==> src/design/lio_apd_pkg.sv <==
// constants, field layouts and carrier types of the legacy i/o power manager
package lio_apd_pkg;

  // floppy register offsets
  localparam logic [7:0] OFF_STATUS_A   = 8'h00;
  localparam logic [7:0] OFF_STATUS_B   = 8'h01;
  localparam logic [7:0] OFF_DOR        = 8'h02;
  localparam logic [7:0] OFF_MSR_DSR    = 8'h04;
  localparam logic [7:0] OFF_DATA       = 8'h05;
  localparam logic [7:0] OFF_DIR_CCR    = 8'h07;
  // power management registers
  localparam logic [7:0] OFF_DRIVE_MODE = 8'h10;
  localparam logic [7:0] OFF_APD_CFG    = 8'h11;
  localparam logic [7:0] OFF_DIRECT_CFG = 8'h12;
  localparam logic [7:0] OFF_PP_CFG     = 8'h13;
  localparam logic [7:0] OFF_ECR        = 8'h14;
  localparam logic [7:0] OFF_PM_STATUS  = 8'h15;

  // field positions
  localparam int DOR_MOTOR_LO  = 4;
  localparam int DOR_NRESET    = 2;
  localparam int DSR_SW_RESET  = 7;
  localparam int DSR_POWERDOWN = 6;
  localparam int MODE_SHUTDOWN = 5;
  localparam int APD_FDC       = 0;
  localparam int APD_PP        = 3;
  localparam int APD_UART_TX   = 4;
  localparam int APD_UART_RX   = 5;
  localparam int DIR_FDC       = 0;
  localparam int DIR_PP        = 3;
  localparam int DIR_UART      = 4;
  localparam int ECR_MODE_LO   = 5;

  // reset values
  localparam logic [7:0] DOR_RESET      = 8'h00;
  localparam logic [7:0] MSR_IDLE       = 8'h80;

  // parallel port modes
  localparam logic [1:0] PPC_SPP     = 2'h0;
  localparam logic [1:0] PPC_EPP     = 2'h1;
  localparam logic [1:0] PPC_ECP     = 2'h2;
  localparam logic [1:0] PPC_ECP_EPP = 2'h3;
  localparam logic [2:0] ECR_SPP     = 3'h0;
  localparam logic [2:0] ECR_BYTE    = 3'h1;
  localparam logic [2:0] ECR_EPP     = 3'h4;

  // timing
  localparam int unsigned CLK_MHZ       = 125;
  localparam int unsigned APD_TIME_US   = 10000;
  localparam int unsigned APD_TIMER_CYC = APD_TIME_US * CLK_MHZ;
  localparam int          TMR_W         = 21;

  typedef enum logic [1:0] {APD_OFF, APD_WAIT, APD_DOWN} lio_apd_st_t;

  // drive-side outputs that tristate in powerdown (active low except gate)
  typedef struct packed {
    logic [1:0] motor_on_out;
    logic [1:0] drive_select_out;
    logic       write_data_out;
    logic       write_gate_out;
  } lio_fdd_sw_t;

  // drive-side outputs that stay driven
  typedef struct packed {
    logic       step_direction_out;
    logic       step_pulse_out;
    logic       head_select_out;
    logic [1:0] density_select_out;
  } lio_fdd_act_t;

  // drive inputs
  typedef struct packed {
    logic read_data_in;
    logic write_protect_in;
    logic track_zero_in;
    logic index_pulse_in;
    logic disk_changed_in;
  } lio_fdd_in_t;

endpackage

==> src/design/lio_apd.sv <==
// auto power management for floppy, serial and parallel blocks
// Notes on behaviour
// - dor, dsr, ccr writes and status reads stay asleep
// - msr read or data access wakes floppy
// - motor bit or software reset wakes floppy
// - host bus port keeps working while asleep
// - motor, select, write pins tristate; inputs stay
// - step, direction, head, density, power-off stay driven
// - shutdown bit forces power-off output high
// - auto enable plus powerdown drives power-off high
// - otherwise power-off follows dsr powerdown bit
// - serial auto and direct powerdown enables
// - transmitter sleeps when buffer and shifter empty
// - receiver sleeps when fifo empty and idle
// - ring indicator still reported while asleep
// - transmit buffer write wakes transmitter
// - receive input change wakes receiver
// - parallel auto enable gates ecp/epp powerdown
// - epp sleeps unless enabled and selected
// - ecp sleeps unless enabled and selected
// - parallel state follows mode changes each cycle
// - floppy sleeps after idle conditions and timer
// - wake restarts the powerdown timer
// - dsr powerdown overrides, then auto resumes
// - writes retained, reads true while asleep
`timescale 1ns/10ps
module lio_apd
  import lio_apd_pkg::*;
#(
  parameter int unsigned APD_CYC = APD_TIMER_CYC
) (
  input  wire logic                   core_clk_i,
  input  wire logic                   rstn_i,
  input  wire logic [7:0]             addr_i,
  input  wire logic [7:0]             wdata_i,
  input  wire logic                   wr_i,
  input  wire logic                   rd_i,
  output logic      [7:0]             rdata_o,
  input  wire logic [7:0]             status_a_i,
  input  wire logic [7:0]             status_b_i,
  input  wire logic [7:0]             main_status_i,
  input  wire logic [7:0]             data_rd_i,
  input  wire logic [7:0]             drive_input_i,
  input  wire logic                   fdc_int_i,
  input  wire logic                   head_unload_done_i,
  input  wire lio_apd_pkg::lio_fdd_sw_t  fdd_core_sw_i,
  input  wire lio_apd_pkg::lio_fdd_act_t fdd_core_act_i,
  input  wire lio_apd_pkg::lio_fdd_in_t  fdd_pins_i,
  output lio_apd_pkg::lio_fdd_in_t    fdd_pins_o,
  output lio_apd_pkg::lio_fdd_sw_t    fdd_sw_o,
  output logic                        fdd_sw_oe_o,
  output lio_apd_pkg::lio_fdd_act_t   fdd_act_o,
  output logic                        drive_power_off_out_o,
  output logic                        fdc_pd_o,
  output logic                        fdc_data_rd_o,
  output logic                        fdc_data_wr_o,
  output logic      [7:0]             fdc_wdata_o,
  output logic                        fdc_soft_reset_o,
  output logic      [1:0]             rate_sel_o,
  input  wire logic                   tx_hold_empty_i,
  input  wire logic                   tx_shift_empty_i,
  input  wire logic                   tx_buf_write_i,
  input  wire logic                   rx_fifo_empty_i,
  input  wire logic                   rx_idle_i,
  input  wire logic                   rxd_pin_i,
  input  wire logic                   ring_pin_i,
  output logic                        uart_tx_pd_o,
  output logic                        uart_rx_pd_o,
  output logic                        ring_event_o,
  output logic                        epp_pd_o,
  output logic                        ecp_pd_o
);
  import lio_apd_pkg::*;

  localparam logic [TMR_W-1:0] TMR_LAST = TMR_W'(APD_CYC - 1);

  typedef struct packed {
    lio_apd_st_t  apd;
    logic [TMR_W-1:0] tmr;
    logic [7:0]   floppy_drive_output_ctrl;
    logic         dsr_pd;
    logic [7:0]   floppy_config_ctrl;
    logic [7:0]   drive_mode;
    logic [7:0]   apd_cfg;
    logic [7:0]   direct_cfg;
    logic [7:0]   pp_cfg;
    logic [7:0]   ecr;
    logic [7:0]   rdata;
    logic [1:0]   rxd_sync;
    logic         rxd_last;
    logic [1:0]   ring_sync;
    logic         ring_last;
    lio_fdd_in_t  in_meta;
    lio_fdd_in_t  in_sync;
    lio_fdd_sw_t  sw;
    logic         sw_oe;
    lio_fdd_act_t act;
    logic         drive_power_off_out;
    logic         fdc_pd;
    logic         data_rd;
    logic         data_wr;
    logic [7:0]   wdata;
    logic         soft_reset;
    logic         tx_pd;
    logic         rx_pd;
    logic         ring_event;
    logic         epp_pd;
    logic         ecp_pd;
  } lio_state_t;

  lio_state_t s;
  lio_state_t next_s;

  function automatic logic hit(input logic [7:0] a, input logic [7:0] off);
    return a == off;
  endfunction

  logic wr_dor;
  logic wr_dsr;
  logic rd_msr;
  logic acc_data;
  logic sw_reset_req;
  logic wake;
  logic apd_en;
  logic idle_ok;
  logic rxd_now;
  logic tx_en;
  logic rx_en;
  logic pp_en;
  logic ecp_mode;
  logic epp_cfg;
  logic ecp_cfg;
  logic [2:0] ecr_mode;
  logic fdc_pd_now;

  always_comb begin
    next_s = s;
    wr_dor = wr_i && hit(addr_i, OFF_DOR);
    wr_dsr = wr_i && hit(addr_i, OFF_MSR_DSR);
    rd_msr = rd_i && hit(addr_i, OFF_MSR_DSR);
    acc_data = (rd_i || wr_i) && hit(addr_i, OFF_DATA);
    // ordinary dor/dsr/ccr writes and status reads do not count as wake
    sw_reset_req = (wr_dor && !wdata_i[DOR_NRESET])
                || (wr_dsr && wdata_i[DSR_SW_RESET]);
    wake = rd_msr || acc_data || sw_reset_req
        || (wr_dor && (wdata_i[7:DOR_MOTOR_LO] != 4'h0));
    apd_en = s.apd_cfg[APD_FDC];
    idle_ok = (s.floppy_drive_output_ctrl[7:DOR_MOTOR_LO] == 4'h0) && (main_status_i == MSR_IDLE)
           && !fdc_int_i && head_unload_done_i;

    // registers keep what is written whatever the power state
    if (wr_dor) begin
      next_s.floppy_drive_output_ctrl = wdata_i;
    end
    if (wr_i && hit(addr_i, OFF_DIR_CCR)) begin
      next_s.floppy_config_ctrl = wdata_i;
    end
    if (wr_i && hit(addr_i, OFF_DRIVE_MODE)) begin
      next_s.drive_mode = wdata_i;
    end
    if (wr_i && hit(addr_i, OFF_APD_CFG)) begin
      next_s.apd_cfg = wdata_i;
    end
    if (wr_i && hit(addr_i, OFF_DIRECT_CFG)) begin
      next_s.direct_cfg = wdata_i;
    end
    if (wr_i && hit(addr_i, OFF_PP_CFG)) begin
      next_s.pp_cfg = wdata_i;
    end
    if (wr_i && hit(addr_i, OFF_ECR)) begin
      next_s.ecr = wdata_i;
    end

    // dsr powerdown overrides auto powerdown until a write or reset clears it
    if (wr_dsr) begin
      next_s.dsr_pd = wdata_i[DSR_POWERDOWN] && !wdata_i[DSR_SW_RESET];
    end else if (sw_reset_req) begin
      next_s.dsr_pd = 1'b0;
    end

    // auto powerdown sequencer
    case (s.apd)
      APD_OFF: begin
        next_s.tmr = '0;
        if (apd_en) begin
          next_s.apd = APD_WAIT;
        end
      end
      APD_WAIT: begin
        if (!apd_en) begin
          next_s.apd = APD_OFF;
          next_s.tmr = '0;
        end else if (wake) begin
          next_s.tmr = '0;
        end else if ((s.tmr == TMR_LAST) && idle_ok) begin
          next_s.apd = APD_DOWN;
        end else if (s.tmr != TMR_LAST) begin
          next_s.tmr = s.tmr + TMR_W'(1);
        end
      end
      APD_DOWN: begin
        if (!apd_en) begin
          next_s.apd = APD_OFF;
          next_s.tmr = '0;
        end else if (wake) begin
          next_s.apd = APD_WAIT;
          next_s.tmr = '0;
        end
      end
      default: begin
        next_s.apd = APD_OFF;
        next_s.tmr = '0;
      end
    endcase
    // leaving dsr powerdown makes the auto timer start over
    if (s.dsr_pd && !next_s.dsr_pd && apd_en) begin
      next_s.apd = APD_WAIT;
      next_s.tmr = '0;
    end

    fdc_pd_now = (next_s.apd == APD_DOWN) || next_s.dsr_pd
              || next_s.direct_cfg[DIR_FDC];
    next_s.fdc_pd = fdc_pd_now;

    // power-off pin priority: shutdown, then auto, then dsr bit
    if (next_s.drive_mode[MODE_SHUTDOWN]) begin
      next_s.drive_power_off_out = 1'b1;
    end else if (next_s.apd_cfg[APD_FDC]) begin
      next_s.drive_power_off_out = (next_s.apd == APD_DOWN);
    end else begin
      next_s.drive_power_off_out = next_s.dsr_pd;
    end

    // cable drivers: motor and select come from the dor
    next_s.sw.motor_on_out = ~next_s.floppy_drive_output_ctrl[5:4];
    next_s.sw.drive_select_out = {!(next_s.floppy_drive_output_ctrl[1:0] == 2'h1), !(next_s.floppy_drive_output_ctrl[1:0] == 2'h0)};
    next_s.sw.write_data_out = fdd_core_sw_i.write_data_out;
    next_s.sw.write_gate_out = fdd_core_sw_i.write_gate_out;
    next_s.sw_oe = !fdc_pd_now;
    next_s.act = fdd_core_act_i;
    // drive inputs stay inputs, synchronised for the core
    next_s.in_meta = fdd_pins_i;
    next_s.in_sync = s.in_meta;

    // floppy core strobes
    next_s.data_rd = rd_i && hit(addr_i, OFF_DATA);
    next_s.data_wr = wr_i && hit(addr_i, OFF_DATA);
    next_s.wdata = wr_i ? wdata_i : s.wdata;
    next_s.soft_reset = sw_reset_req;

    // host port answers in every power state with true status
    next_s.rdata = 8'h00;
    if (rd_i) begin
      case (addr_i)
        OFF_STATUS_A:   next_s.rdata = status_a_i;
        OFF_STATUS_B:   next_s.rdata = status_b_i;
        OFF_DOR:        next_s.rdata = s.floppy_drive_output_ctrl;
        OFF_MSR_DSR:    next_s.rdata = main_status_i;
        OFF_DATA:       next_s.rdata = data_rd_i;
        OFF_DIR_CCR:    next_s.rdata = drive_input_i;
        OFF_DRIVE_MODE: next_s.rdata = s.drive_mode;
        OFF_APD_CFG:    next_s.rdata = s.apd_cfg;
        OFF_DIRECT_CFG: next_s.rdata = s.direct_cfg;
        OFF_PP_CFG:     next_s.rdata = s.pp_cfg;
        OFF_ECR:        next_s.rdata = s.ecr;
        OFF_PM_STATUS:  next_s.rdata = {2'h0, s.ecp_pd, s.epp_pd, s.rx_pd, s.tx_pd,
                                        s.dsr_pd, s.apd == APD_DOWN};
        default:        next_s.rdata = 8'h00;
      endcase
    end

    // serial: pins are synchronised, edge logic reads the second stage only
    next_s.rxd_sync = {s.rxd_sync[0], rxd_pin_i};
    next_s.ring_sync = {s.ring_sync[0], ring_pin_i};
    rxd_now = s.rxd_sync[1];
    next_s.rxd_last = rxd_now;
    next_s.ring_last = s.ring_sync[1];
    // ring detection is never gated by powerdown
    next_s.ring_event = s.ring_sync[1] != s.ring_last;
    tx_en = s.apd_cfg[APD_UART_TX];
    rx_en = s.apd_cfg[APD_UART_RX];
    if (tx_buf_write_i) begin
      next_s.tx_pd = 1'b0;
    end else if (tx_en && tx_hold_empty_i && tx_shift_empty_i) begin
      next_s.tx_pd = 1'b1;
    end else if (!tx_en) begin
      next_s.tx_pd = 1'b0;
    end
    if (rxd_now != s.rxd_last) begin
      next_s.rx_pd = 1'b0;
    end else if (rx_en && rx_fifo_empty_i && rx_idle_i) begin
      next_s.rx_pd = 1'b1;
    end else if (!rx_en) begin
      next_s.rx_pd = 1'b0;
    end
    if (s.direct_cfg[DIR_UART]) begin
      next_s.tx_pd = 1'b1;
      next_s.rx_pd = 1'b1;
    end

    // parallel: recomputed every cycle, so mode changes take effect at once
    pp_en = s.apd_cfg[APD_PP];
    ecr_mode = s.ecr[7:ECR_MODE_LO];
    epp_cfg = (s.pp_cfg[1:0] == PPC_EPP) || (s.pp_cfg[1:0] == PPC_ECP_EPP);
    ecp_cfg = (s.pp_cfg[1:0] == PPC_ECP) || (s.pp_cfg[1:0] == PPC_ECP_EPP);
    ecp_mode = ecp_cfg;
    next_s.epp_pd = s.direct_cfg[DIR_PP]
                 || (pp_en && (!epp_cfg || (ecp_mode && ecr_mode != ECR_EPP)));
    next_s.ecp_pd = s.direct_cfg[DIR_PP]
                 || (pp_en && (!ecp_cfg || ecr_mode == ECR_SPP
                     || ecr_mode == ECR_BYTE || ecr_mode == ECR_EPP));
  end

  // reset leaves everything awake; oe rises on the first edge after release
  always_ff @(posedge core_clk_i or negedge rstn_i) begin
    if (!rstn_i) begin
      s          <= '0;
      // receive line idles high: a zero here would fake an edge after reset
      s.rxd_sync <= 2'h3;
      s.rxd_last <= 1'b1;
    end else begin
      s <= next_s;
    end
  end

  assign rdata_o               = s.rdata;
  assign fdd_pins_o            = s.in_sync;
  assign fdd_sw_o              = s.sw;
  assign fdd_sw_oe_o           = s.sw_oe;
  assign fdd_act_o             = s.act;
  assign drive_power_off_out_o = s.drive_power_off_out;
  assign fdc_pd_o              = s.fdc_pd;
  assign fdc_data_rd_o         = s.data_rd;
  assign fdc_data_wr_o         = s.data_wr;
  assign fdc_wdata_o           = s.wdata;
  assign fdc_soft_reset_o      = s.soft_reset;
  assign rate_sel_o            = s.floppy_config_ctrl[1:0];
  assign uart_tx_pd_o          = s.tx_pd;
  assign uart_rx_pd_o          = s.rx_pd;
  assign ring_event_o          = s.ring_event;
  assign epp_pd_o              = s.epp_pd;
  assign ecp_pd_o              = s.ecp_pd;
endmodule

==> config.mk <==
export PLATFORM = sky130hd
export DESIGN_NAME = lio_apd
export DESIGN_NICKNAME = d
export VERILOG_FILES = /design/src/design/lio_apd_pkg.sv /design/src/design/lio_apd.sv
export SDC_FILE = /design/constraint.sdc
export NUM_CORES = 1
export LEC_CHECK = 0
export ABC_AREA = 1
export BUFFER_PORTS_ARGS = -buffer_cell sky130_fd_sc_hd__buf_2
export CAP_MARGIN = 15
export CORE_UTILIZATION = 60
export CTS_BUF_LIST = sky130_fd_sc_hd__clkbuf_16
export DETAILED_ROUTE_END_ITERATION = 10
export PLACE_DENSITY = 0.87
export SETUP_SLACK_MARGIN = 0.2
export SLEW_MARGIN = 20
export SYNTH_ARGS = -nofsm -noshare
export SYNTH_HDL_FRONTEND = slang
export SYNTH_SLANG_ARGS = --single-unit
==> constraint.sdc <==
create_clock -name core_clk_i -period 2.9 [get_ports core_clk_i]
set_input_delay 0.58 -clock core_clk_i [delete_from_list [all_inputs] [get_ports core_clk_i]]
set_output_delay 0.58 -clock core_clk_i [all_outputs]
set_load 0.005 [all_outputs]
==> flow_summary.json, run 1 <==
{
  "status": "complete, no violations",
  "timing.critical_path.fanout_max": 10,
  "die_y_um": 106,
  "post-synth-top-count-cell": "sky130_fd_sc_hd__nand2_1",
  "io_pins": 130,
  "grt_setup_unrepaired": "no",
  "final_min_period_over_clock_period_pct": 81.0,
  "postPlaceCellArea_um2": 7040,
  "global_route.usage.total_pct": 31.9,
  "drc_violations_left": 0,
  "global_route.usage.met2_pct": 51.6,
  "synth.area.mux_share_pct": 0,
  "tritoncts": "done",
  "avgSynthCellArea_um2": 8.33,
  "dr_vias": 5767,
  "dr.first_iter.drc_count": 531,
  "synth-xor-area-share_pct": 2.01,
  "worst_pin_slew_ps": 655,
  "globalRouteMet3Util_pct": 8.65,
  "avgRoutedWirePerCell_um": 16.3,
  "postSynth.asyncResetShare_pct": 100,
  "core_um2": 10400,
  "initial_core_util_pct": 62.7,
  "drive_gt1_share_pct": 23.4,
  "yosys_register_bits": 128,
  "synth.net_count": 870,
  "yosys_warnings": 0,
  "gp_congestion": 0.940,
  "io_port_bufs": 125,
  "fill_cells": 808,
  "timing.critical_path.from_type": "flip-flop",
  "antenna_cells": 0,
  "fmax_ghz": 0.426,
  "rows": 37,
  "grt_pass1_wl_um": 27200,
  "worst-endpoint-arrival_ps": 2640,
  "finish.net_count": 972,
  "grt.overflow.total": 0,
  "grt_pass1_vias": 5537,
  "cts.reportedPaths.clkPinSlew_ps": 50,
  "antenna_found_initial": 0,
  "clk_path_buf_depth": 2,
  "wirelength_um": 16900,
  "postRouteAntennaNets": 0,
  "timing_hold_violations_final": 0,
  "yosys-top-cells-count": "sky130_fd_sc_hd__nand2_1 (205), sky130_fd_sc_hd__dfrtp_1 (125), sky130_fd_sc_hd__inv_1 (77)",
  "pin_count_of_the_biggest_net_entering_global_routing": 70,
  "netlist.top_cell.by_area": "sky130_fd_sc_hd__dfrtp_1",
  "insertion_delay_ps": 410,
  "synth_edf_count": 0,
  "worst_ir_drop_vdd_mv": 0.446,
  "setup_violations": 0,
  "max_cap_viol_count": 0,
  "timing.hold.worst.class": "input port to flip-flop",
  "synth.top_cell.area_share_pct": 47.9,
  "power.density_cell_area_nw_per_um2": 588,
  "final.setup_skew_ps": 9.01,
  "synth_top_family_by_area": "simple AND/OR/NAND/NOR gates",
  "finalMaxSlewViolations": 0,
  "end_kind": "flip-flop",
  "share_of_the_synthesized_area_in_compound_gates_ao_oa_aoi_oai_pct": 9.33,
  "cts.htree.levels": 4,
  "cp_data_required_time_ps": 3190,
  "detailedRoute.firstPassIterationCount": 7,
  "synth_simple_gate_area_share_pct": 28.9,
  "syn-instance-count": 784,
  "dpl.hpwl_um": 12200,
  "total_leakage_power_nw": 3.93,
  "yosysUniqueCellTypes": 44,
  "seq_area_frac_synth_pct": 49.1,
  "timing.setup.critical_path_class": "flip-flop to flip-flop",
  "count_of_clock_tree_sinks": 128,
  "drt-vias-per-instance": 5.57,
  "total_non_filler_cell_area_in_the_finished_layout_um2": 7600,
  "grt.busiest_layer": "met2",
  "die_w_um": 106,
  "cts_inserted_buffers": 17,
  "fin_setup_tns_ps": 0,
  "synth_flop_cell": "sky130_fd_sc_hd__dfrtp_1",
  "final_critical_delay_including_setup_and_external_delays_ps": 2350,
  "area_overhead_of_the_layout_relative_to_synthesis_pct": 16.4,
  "root_buffer": "sky130_fd_sc_hd__clkbuf_16",
  "netlist_area_um2": 6530,
  "synthAdderAreaFrac_pct": 0.192,
  "slew_headroom_pct": 56.1,
  "use_met1_pct": 39.4,
  "netlist_top_cells_area": "sky130_fd_sc_hd__dfrtp_1 (48%), sky130_fd_sc_hd__nand2_1 (12%), sky130_fd_sc_hd__inv_1 (4.4%), sky130_fd_sc_hd__nand3_1 (4.1%), sky130_fd_sc_hd__buf_4 (4.0%)",
  "die_area_um2": 11300
}
layer usage:
metal | routed length, um | share of wire (%) | vias up
li1 | - | - | 2728
met1 | 6410 | 38 | 2662
met2 | 8150 | 48 | 322
met3 | 1690 | 10 | 55
met4 | 665 | 3.9 | 0
met5 | 0 | 0 | -
cell families (layout without fill, tap and decap cells):
logic type      count (synthesis)  in the layout
xor+xnor                       15             15
fa+ha+maj                       1              1
flops                         128            128
simple gates                  398            398
buf+inv                       139            254
compound gates                103            103
sequential cells by signal, indices dropped and copies added (netlist names), 2 cells and up:
register,cells
fdd_act_o,5
fdc_wdata_o,8
rate_sel_o,2
rdata_o,8
next_s,9
fdd_sw_o,6
fdd_pins_o,5
s,68
ecr_mode,3
where the power goes:
| part | internal, W | switching, W |
|---|---|---|
| Combinational | 0.000167 | 0.000319 |
| Sequential | 0.00190 | 0.0000790 |
| Clock | 0.00124 | 0.000763 |
| Total | 0.00331 | 0.00116 |
placed cells by master, fill, tap and decap left out, drive strengths merged, types with 5 or more instances in the layout:
cell	instances
xor2	11
nand3	60
o21ai	66
a221oi	5
inv	94
nor2	75
a211oi	8
nand2	216
clkinv	7
a21oi	5
a22o	5
dfrtp	125
buf	131
nand4	30
nor3	13
clkbuf	17
worst max-delay path, cell delays in order (launching register included):
cell,delay [ps]
sky130_fd_sc_hd__dfrtp_1,430
sky130_fd_sc_hd__ha_1,360
sky130_fd_sc_hd__nand2_1,160
sky130_fd_sc_hd__nor2_4,220
sky130_fd_sc_hd__nand4_1,110
sky130_fd_sc_hd__nor2_1,110
sky130_fd_sc_hd__nand3_1,100
sky130_fd_sc_hd__o21ai_2,110
sky130_fd_sc_hd__clkinv_1,340
sky130_fd_sc_hd__nand4_1,210
sky130_fd_sc_hd__nand2_1,80
stage by stage:
step                total power [W]  std cells  util (%)  hold slack [ps]  worst slack (ps)
global route                0.00463       1035      73.0              258               355
floorplan                   0.00228        784         -              284              1010
finish                      0.00447       1035      73.0              267               550
CTS                         0.00448       1035      73.0              259               542
detailed placement          0.00249       1002      67.6              342               473
global placement            0.00246       1002      67.6              331               555
area by class of cell:
type	count	area (um^2)	area share [%]
Sequential cell	128	3210	42.2
Multi-Input combinational cell	517	2640	34.7
Timing Repair Buffer	132	696	9.15
Clock buffer	17	425	5.59
Inverter	90	338	4.44
Tap cell	136	170	2.24
Clock inverter	15	129	1.69
path summary, 6_finish.rpt:
path | from | end | slack (ps) | cells past startpoint
max | s[111] | s[112] | 550 | 10
min | rxd_pin_i | next_s[45] | 270 | 1
max reg2reg | s[111] | s[112] | 550 | 10
min reg2reg | next_s[34] | fdd_pins_o[4] | 350 | 0
max in group asynchronous | rstn_i | s[73] | 1530 | 3
min in group asynchronous | rstn_i | fdd_sw_o[1] | 530 | 2
timing repair:
| action | in CTS | in global routing |
|---|---|---|
| hold endpoints to repair | 6 | 0 |
| hold buffers | 1 | 0 |
| resized for setup | 0 | 0 |
| setup buffers | 0 | 0 |
Power figures use the tool's default switching activity.
==> run 2: changes to the inputs <==
--- a/config.mk
+++ b/config.mk
@@ -5,13 +5,13 @@
 export SDC_FILE = /design/constraint.sdc
 export NUM_CORES = 1
 export LEC_CHECK = 0
-export ABC_AREA = 1
+export ABC_AREA = 0
 export BUFFER_PORTS_ARGS = -buffer_cell sky130_fd_sc_hd__buf_2
 export CAP_MARGIN = 15
-export CORE_UTILIZATION = 60
+export CORE_UTILIZATION = 50
 export CTS_BUF_LIST = sky130_fd_sc_hd__clkbuf_16
 export DETAILED_ROUTE_END_ITERATION = 10
-export PLACE_DENSITY = 0.87
+export PLACE_DENSITY = 0.78
 export SETUP_SLACK_MARGIN = 0.2
 export SLEW_MARGIN = 20
 export SYNTH_ARGS = -nofsm -noshare
==> constraint.sdc (replaced) <==
create_clock -name core_clk_i -period 1.99 [get_ports core_clk_i]
set_input_delay 0.398 -clock core_clk_i [delete_from_list [all_inputs] [get_ports core_clk_i]]
set_output_delay 0.398 -clock core_clk_i [all_outputs]
set_load 0.005 [all_outputs]
==> run 2 against run 1 <==
  * The run now ends with negative setup slack left
  * Clock skew is essentially flat
  * Via count shrank 1.2%
  * Core utilization shrank 0.54 points
  * Cell count shrank 7.5%
  * Combinational power grew 24%
  * Global-route usage shrank 0.75 points
  * Fmax grew 13%
  * Non-clock buffer count grew 111
  * Critical path depth shrank 3
  * Critical endpoint is now s[130]
==> flow_summary.json, run 2 <==
{
  "max_cap_viol_count": 0,
  "layout_commonest_cell": "sky130_fd_sc_hd__dfrtp_1",
  "violated_checks": "negative setup slack",
  "synth_edf_count": 0,
  "seq_area_frac_synth_pct": 51.5,
  "global_route.usage.met2_pct": 49.3,
  "yosys_warnings": 0,
  "dr_vias": 5699,
  "timing.critical_path.fanout_max": 5,
  "rows": 40,
  "gp_congestion": 0.980,
  "cts.reportedPaths.clkPinSlew_ps": 60,
  "fin_total_pwr_w": 0.00632,
  "slew_headroom_pct": 68.7,
  "syn-instance-count": 578,
  "use_met1_pct": 39.8,
  "initial_core_util_pct": 51.6,
  "fin_setup_tns_ps": -769,
  "clk_path_buf_depth": 2,
  "finalMaxSlewViolations": 0,
  "synth_flop_cell": "sky130_fd_sc_hd__dfrtp_1",
  "grt_pass1_vias": 5645,
  "postPlaceCellArea_um2": 7780,
  "post-synth-top-count-cell": "sky130_fd_sc_hd__dfrtp_1",
  "area_overhead_of_the_layout_relative_to_synthesis_pct": 40.3,
  "globalRouteMet3Util_pct": 7.70,
  "power.density_cell_area_nw_per_um2": 723,
  "yosys_register_bits": 128,
  "fill_cells": 809,
  "setup_violations": 16,
  "synth_simple_gate_area_share_pct": 15.8,
  "synth.net_count": 664,
  "io_port_bufs": 125,
  "worst_path_largest_cell_delay_ps": 570,
  "synth_top_family_by_area": "simple AND/OR/NAND/NOR gates",
  "yosys-top-cells-count": "sky130_fd_sc_hd__dfrtp_1 (125), sky130_fd_sc_hd__mux2_2 (56), sky130_fd_sc_hd__nand2_1 (41)",
  "clock_power_share_pct": 46.5,
  "netlist.top_cell.by_area": "sky130_fd_sc_hd__dfrtp_1",
  "cts_inserted_buffers": 17,
  "worst_slack_ps": -87.1,
  "grt.overflow.total": 0,
  "sequentialPowerShare_pct": 44.0,
  "share_of_the_synthesized_area_in_compound_gates_ao_oa_aoi_oai_pct": 12.5,
  "fmax_ghz": 0.481,
  "net_sw_share_pct": 25.2,
  "count_of_clock_tree_sinks": 128,
  "worst_pin_slew_ps": 470,
  "finish.net_count": 862,
  "internal-power_w": 0.00473,
  "avgRoutedWirePerCell_um": 20.6,
  "detailedRoute.firstPassIterationCount": 5,
  "tritoncts": "done",
  "die_w_um": 114,
  "combined_area_of_the_multi_input_logic_cells_um2": 2960,
  "root_buffer": "sky130_fd_sc_hd__clkbuf_16",
  "insertion_delay_ps": 420,
  "avgSynthCellArea_um2": 10.8,
  "grt_setup_unrepaired": "yes",
  "total_leakage_power_nw": 4.11,
  "crit_path_cell_trace": "ha_2 -> and3_4 -> nand4_1 -> nor2_2 -> or4_4 -> or3_1 -> nand3_1",
  "drt-vias-per-instance": 5.96,
  "final_critical_delay_including_setup_and_external_delays_ps": 2080,
  "area_taken_by_flip_flops_and_latches_um2": 3210,
  "io_pins": 130,
  "combinationalPowerShare_pct": 9.5,
  "synthAdderAreaFrac_pct": 0.201,
  "final.setup_skew_ps": 9.02,
  "antenna_found_initial": 0,
  "finish.utilization_pct": 72.5,
  "worst_ir_drop_vdd_mv": 0.540,
  "global_route.usage.total_pct": 31.1,
  "drc_violations_left": 0,
  "die_area_um2": 12900,
  "dr.first_iter.drc_count": 701,
  "top_register_by_number_of_flip_flops": "s",
  "synth.top_cell.area_share_pct": 50.2,
  "largest_reg_flops": 68,
  "netlist_area_um2": 6230,
  "wirelength_um": 19700,
  "status": "finished, violations left",
  "critPathSlowestCell": "sky130_fd_sc_hd__or4_4",
  "total_non_filler_cell_area_in_the_finished_layout_um2": 8740,
  "end_kind": "flip-flop",
  "place_worst_setup_slack_ps": -343,
  "netlist_top_cells_area": "sky130_fd_sc_hd__dfrtp_1 (50%), sky130_fd_sc_hd__mux2_2 (10%), sky130_fd_sc_hd__buf_4 (4.3%), sky130_fd_sc_hd__nand3_1 (2.7%), sky130_fd_sc_hd__nand2_1 (2.5%)",
  "die_y_um": 114,
  "dpl.hpwl_um": 13900,
  "timing.critical_path.from_type": "flip-flop",
  "yosysUniqueCellTypes": 62,
  "switchingPower_w": 0.00159,
  "layout.cells.most_common_list": "sky130_fd_sc_hd__dfrtp_1 (125), sky130_fd_sc_hd__buf_2 (121), sky130_fd_sc_hd__buf_4 (93), sky130_fd_sc_hd__mux2_2 (41), sky130_fd_sc_hd__nand2_1 (37)",
  "grt_pass1_wl_um": 29800,
  "grt.busiest_layer": "met2",
  "timing.setup.critical_path_class": "flip-flop to flip-flop",
  "synth.area.mux_share_pct": 11.4,
  "final_min_period_over_clock_period_pct": 104,
  "timing_hold_violations_final": 0,
  "worst-endpoint-arrival_ps": 2430,
  "cts.htree.levels": 4,
  "core_um2": 12100,
  "timing.hold.worst.class": "input port to flip-flop",
  "synth-xor-area-share_pct": 1.41,
  "postRouteAntennaNets": 0,
  "pin_count_of_the_biggest_net_entering_global_routing": 51,
  "cp_data_required_time_ps": 2340,
  "drive_gt1_share_pct": 50.8,
  "antenna_cells": 0,
  "postSynth.asyncResetShare_pct": 100
}
-- run 2: worst max-delay path: cells and delay by family (launching register included) --
kind                     cells  cell delay (ps)
adder cells (fa/ha/maj)      1              200
AND/OR/NAND/NOR              6             1430
flip-flops                   1              380
-- run 2: routing by layer --
metal	vias up	routed length, um
met5	-	0
li1	2481	-
met2	381	9280
met4	0	883
met3	91	1700
met1	2746	7860
-- run 2: worst paths after layout --
| path | from | endpoint | slack (ps) | cells past startpoint |
|---|---|---|---|---|
| setup / recovery | s[112] | s[130] | -90 | 7 |
| hold / removal | rxd_pin_i | next_s[45] | 70 | 1 |
| setup reg to reg | s[112] | s[130] | -90 | 7 |
| hold reg to reg | next_s[33] | fdd_pins_o[3] | 350 | 0 |
| max in group asynchronous | rstn_i | apd_en | 910 | 3 |
| min in group asynchronous | rstn_i | next_s[40] | 420 | 2 |
-- run 2: stage by stage --
step                      cells  hold slack (ps)
after global routing        957             57.2
after CTS                   948             61.6
after detailed placement    913              305
after floorplan             578              102
after global placement      913              299
final                       957             73.8
-- run 2: cell families after synthesis --
logic type,Yosys count
compound gates,113
xor+xnor,10
fa+ha+maj,1
buf+inv,80
flops,128
mux,64
simple gates,182
-- run 2: timing repair --
| item | 4_1_cts | 5_1_grt |
|---|---|---|
| cloned | 2 | 1 |
| endpoints found under the hold margin | 15 | 0 |
| hold buffers | 1 | 0 |
| setup buffers | 0 | 8 |
| pin swaps | 10 | 29 |
| gates resized for setup | 17 | 54 |
| setup endpoints to repair | 47 | 48 |
-- run 2: area by class of cell --
class,instances,area share (%)
sequential,128,36.7
multi-input combinational,371,33.9
timing repair buffer,243,20.0
clock buffer,17,4.87
tap,168,2.40
clock inverter,15,1.53
inverter,15,0.644
-- run 2: power groups by stage --
stage,Sequential (W),Clock [W],Combinational [W]
after floorplan,0.00280,0,0.000264
after global placement,0.00281,0,0.000541
after detailed placement,0.00282,0,0.000558
after CTS,0.00278,0.00297,0.000570
after global routing,0.00279,0.00310,0.000642
final,0.00278,0.00294,0.000601
==> run 3: changes to the inputs <==
--- a/config.mk
+++ b/config.mk
@@ -7,10 +7,10 @@
 export LEC_CHECK = 0
 export ABC_AREA = 0
 export BUFFER_PORTS_ARGS = -buffer_cell sky130_fd_sc_hd__buf_2
-export CAP_MARGIN = 15
 export CORE_UTILIZATION = 50
 export CTS_BUF_LIST = sky130_fd_sc_hd__clkbuf_16
 export DETAILED_ROUTE_END_ITERATION = 10
+export GPL_TIMING_DRIVEN = 0
 export PLACE_DENSITY = 0.78
 export SETUP_SLACK_MARGIN = 0.2
 export SLEW_MARGIN = 20
==> run 3 against run 2 <==
  * The run still ends with negative setup slack left
  * Hold slack is essentially flat
  * Global-route usage grew 0.13 points
  * Sequential power is essentially flat
  * Non-clock buffer count shrank 9
  * Wire length grew 2.6%
  * Highest routed layer unchanged
  * Via count shrank 0.82%
  * Core utilization grew 1.0 points
==> flow_summary.json, run 3 (same netlist as run 2, synthesis figures left out) <==
{
  "io_pins": 130,
  "timing.hold.worst.class": "input port to flip-flop",
  "grt.overflow.total": 0,
  "cp_data_required_time_ps": 2340,
  "violated_checks": "negative setup slack",
  "worst_pin_slew_ps": 837,
  "worst-endpoint-arrival_ps": 2520,
  "finish.utilization_pct": 73.5,
  "slew_headroom_pct": 44.2,
  "insertion_delay_ps": 420,
  "finish.net_count": 852,
  "final_min_period_over_clock_period_pct": 109,
  "drive_gt1_share_pct": 51.6,
  "cts_inserted_buffers": 17,
  "finalMaxSlewViolations": 0,
  "postRouteAntennaNets": 0,
  "max_cap_viol_count": 0,
  "timing_hold_violations_final": 0,
  "final.setup_skew_ps": 6.66,
  "status": "finished, violations left",
  "die_area_um2": 12900,
  "detailedRoute.firstPassIterationCount": 5,
  "power.density_cell_area_nw_per_um2": 728,
  "grt_setup_unrepaired": "yes",
  "tritoncts": "done",
  "fin_total_pwr_w": 0.00646,
  "grt_pass1_vias": 5479,
  "cts.reportedPaths.clkPinSlew_ps": 60,
  "largest_reg_flops": 68,
  "worst_r2r_path_depth": 9,
  "timing.setup.critical_path_class": "flip-flop to flip-flop",
  "total_leakage_power_nw": 4.14,
  "global_route.usage.total_pct": 31.2,
  "antenna_cells": 0,
  "top_register_by_number_of_flip_flops": "s",
  "initial_core_util_pct": 51.6,
  "timing.critical_path.from_type": "flip-flop",
  "final_critical_delay_including_setup_and_external_delays_ps": 2170,
  "gp_congestion": 0.951,
  "worst_ir_drop_vdd_mv": 0.584,
  "fin_setup_tns_ps": -2260,
  "dr.first_iter.drc_count": 599,
  "cts.htree.levels": 4,
  "avgRoutedWirePerCell_um": 21.4,
  "die_w_um": 114,
  "root_buffer": "sky130_fd_sc_hd__clkbuf_16",
  "dpl.hpwl_um": 13100,
  "worstHoldStart": "rxd_pin_i",
  "layout.cells.most_common_list": "sky130_fd_sc_hd__dfrtp_1 (122), sky130_fd_sc_hd__buf_2 (121), sky130_fd_sc_hd__buf_4 (59), sky130_fd_sc_hd__mux2_2 (41), sky130_fd_sc_hd__nand2_1 (35)",
  "layout_commonest_cell": "sky130_fd_sc_hd__dfrtp_1",
  "grt_pass1_wl_um": 29600,
  "dr_vias": 5652,
  "timing.critical_path.fanout_max": 6,
  "io_port_bufs": 122,
  "core_um2": 12100,
  "drt-vias-per-instance": 5.97,
  "timing.reg2reg.setup_slack_ps": -180,
  "wirelength_um": 20200,
  "area_overhead_of_the_layout_relative_to_synthesis_pct": 42.4,
  "min_delay_worst_endpoint": "next_s[45]",
  "antenna_found_initial": 0,
  "fmax_ghz": 0.462,
  "combined_area_of_the_multi_input_logic_cells_um2": 3140,
  "worst_flop_to_flop_path_startpoint": "s[119]",
  "end_kind": "flip-flop",
  "drc_violations_left": 0,
  "fill_cells": 811,
  "setup_violations": 20,
  "die_y_um": 114,
  "worst_slack_ps": -175,
  "pin_count_of_the_biggest_net_entering_global_routing": 82,
  "rows": 40,
  "hold_path_depth": 1,
  "count_of_clock_tree_sinks": 128,
  "clk_path_buf_depth": 2,
  "area_taken_by_flip_flops_and_latches_um2": 3210,
  "worst_r2r_endpoint": "s[114]"
}
run 3: changes by cell type in the layout (fill, tap and decap cells not counted), moves of 4 or more:
cell,before,now
sky130_fd_sc_hd__nor3_1,8,4
sky130_fd_sc_hd__clkbuf_1,0,8
sky130_fd_sc_hd__buf_6,14,19
sky130_fd_sc_hd__inv_6,5,1
sky130_fd_sc_hd__buf_4,93,59
sky130_fd_sc_hd__inv_1,12,18
sky130_fd_sc_hd__buf_8,1,11
sky130_fd_sc_hd__buf_12,10,3
run 3: cell type report:
| class | instances | area share, % |
|---|---|---|
| inverters | 15 | 0.635 |
| clock buffers | 17 | 4.80 |
| well taps | 168 | 2.37 |
| repair buffers | 169 | 13.0 |
| clock inverters | 15 | 1.75 |
| plain buffers | 65 | 5.76 |
| multi-input cells | 370 | 35.4 |
| flip-flops and latches | 128 | 36.2 |
run 3: how the worst max path moves through the flow:
| stage | startpoint | end | slack [ps] | cells past startpoint |
|---|---|---|---|---|
| 3_3_place_gp | rstn_i | s[124] | -1070 | 1 |
| 4_1_cts | s[111] | s[118] | -50 | 10 |
| 6_report | s[119] | s[114] | -180 | 9 |
| 5_1_grt | s[121] | s[118] | -200 | 9 |
| 3_5_place_dp | addr_i[6] | rdata_o[7] | -710 | 8 |
| 2_1_floorplan | addr_i[4] | drive_power_off_out_o | -190 | 8 |
run 3: through the flow:
step                hold WS (ps)  setup WS [ps]  instances  area [um^2]
global route                63.1           -202        947         8870
CTS                         64.5          -50.0        930         8450
detailed placement           335           -712        869         7320
global placement             333          -1070        868         7280
finish                      73.6           -175        947         8870
floorplan                    102           -187        578         6460
run 3: what timing repair did:
action | CTS | global route
pin swaps | 29 | 45
endpoints found under the setup margin | 57 | 52
gates resized for setup | 80 | 58
hold buffers | 1 | 0
buffers inserted | 27 | 14
endpoints found under the hold margin | 47 | 0
gates cloned | 1 | 3
run 3: per-layer routing:
layer / wire [um] / track usage (%) / share of wire, % / vias up
met2: 9390 / 47.3 / 46 / 338
li1: - / - / - / 2444
met1: 8140 / 41.5 / 40 / 2789
met3: 1810 / 8.55 / 9.0 / 81
met4: 905 / 15.5 / 4.5 / 0
met5: 0 / 0 / 0 / -
run 3: worst max-delay path: stages, from the launching register on:
cell and delay, ps:
sky130_fd_sc_hd__dfrtp_2 440, sky130_fd_sc_hd__nor4b_2 330, sky130_fd_sc_hd__nand4_1 240, sky130_fd_sc_hd__buf_4 210, sky130_fd_sc_hd__o31ai_4 200, sky130_fd_sc_hd__and4_1 230, sky130_fd_sc_hd__buf_6 150, sky130_fd_sc_hd__clkbuf_16 150
sky130_fd_sc_hd__nand2_1 60, sky130_fd_sc_hd__nand3_1 90
run 3: power breakdown:
part,leakage [nW],internal (W),switching (W),total (W)
clock,0.289,0.00194,0.00113,0.00306
sequential,1.67,0.00272,0.0000713,0.00279
combinational,2.18,0.000290,0.000318,0.000608
total,4.14,0.00494,0.00152,0.00646
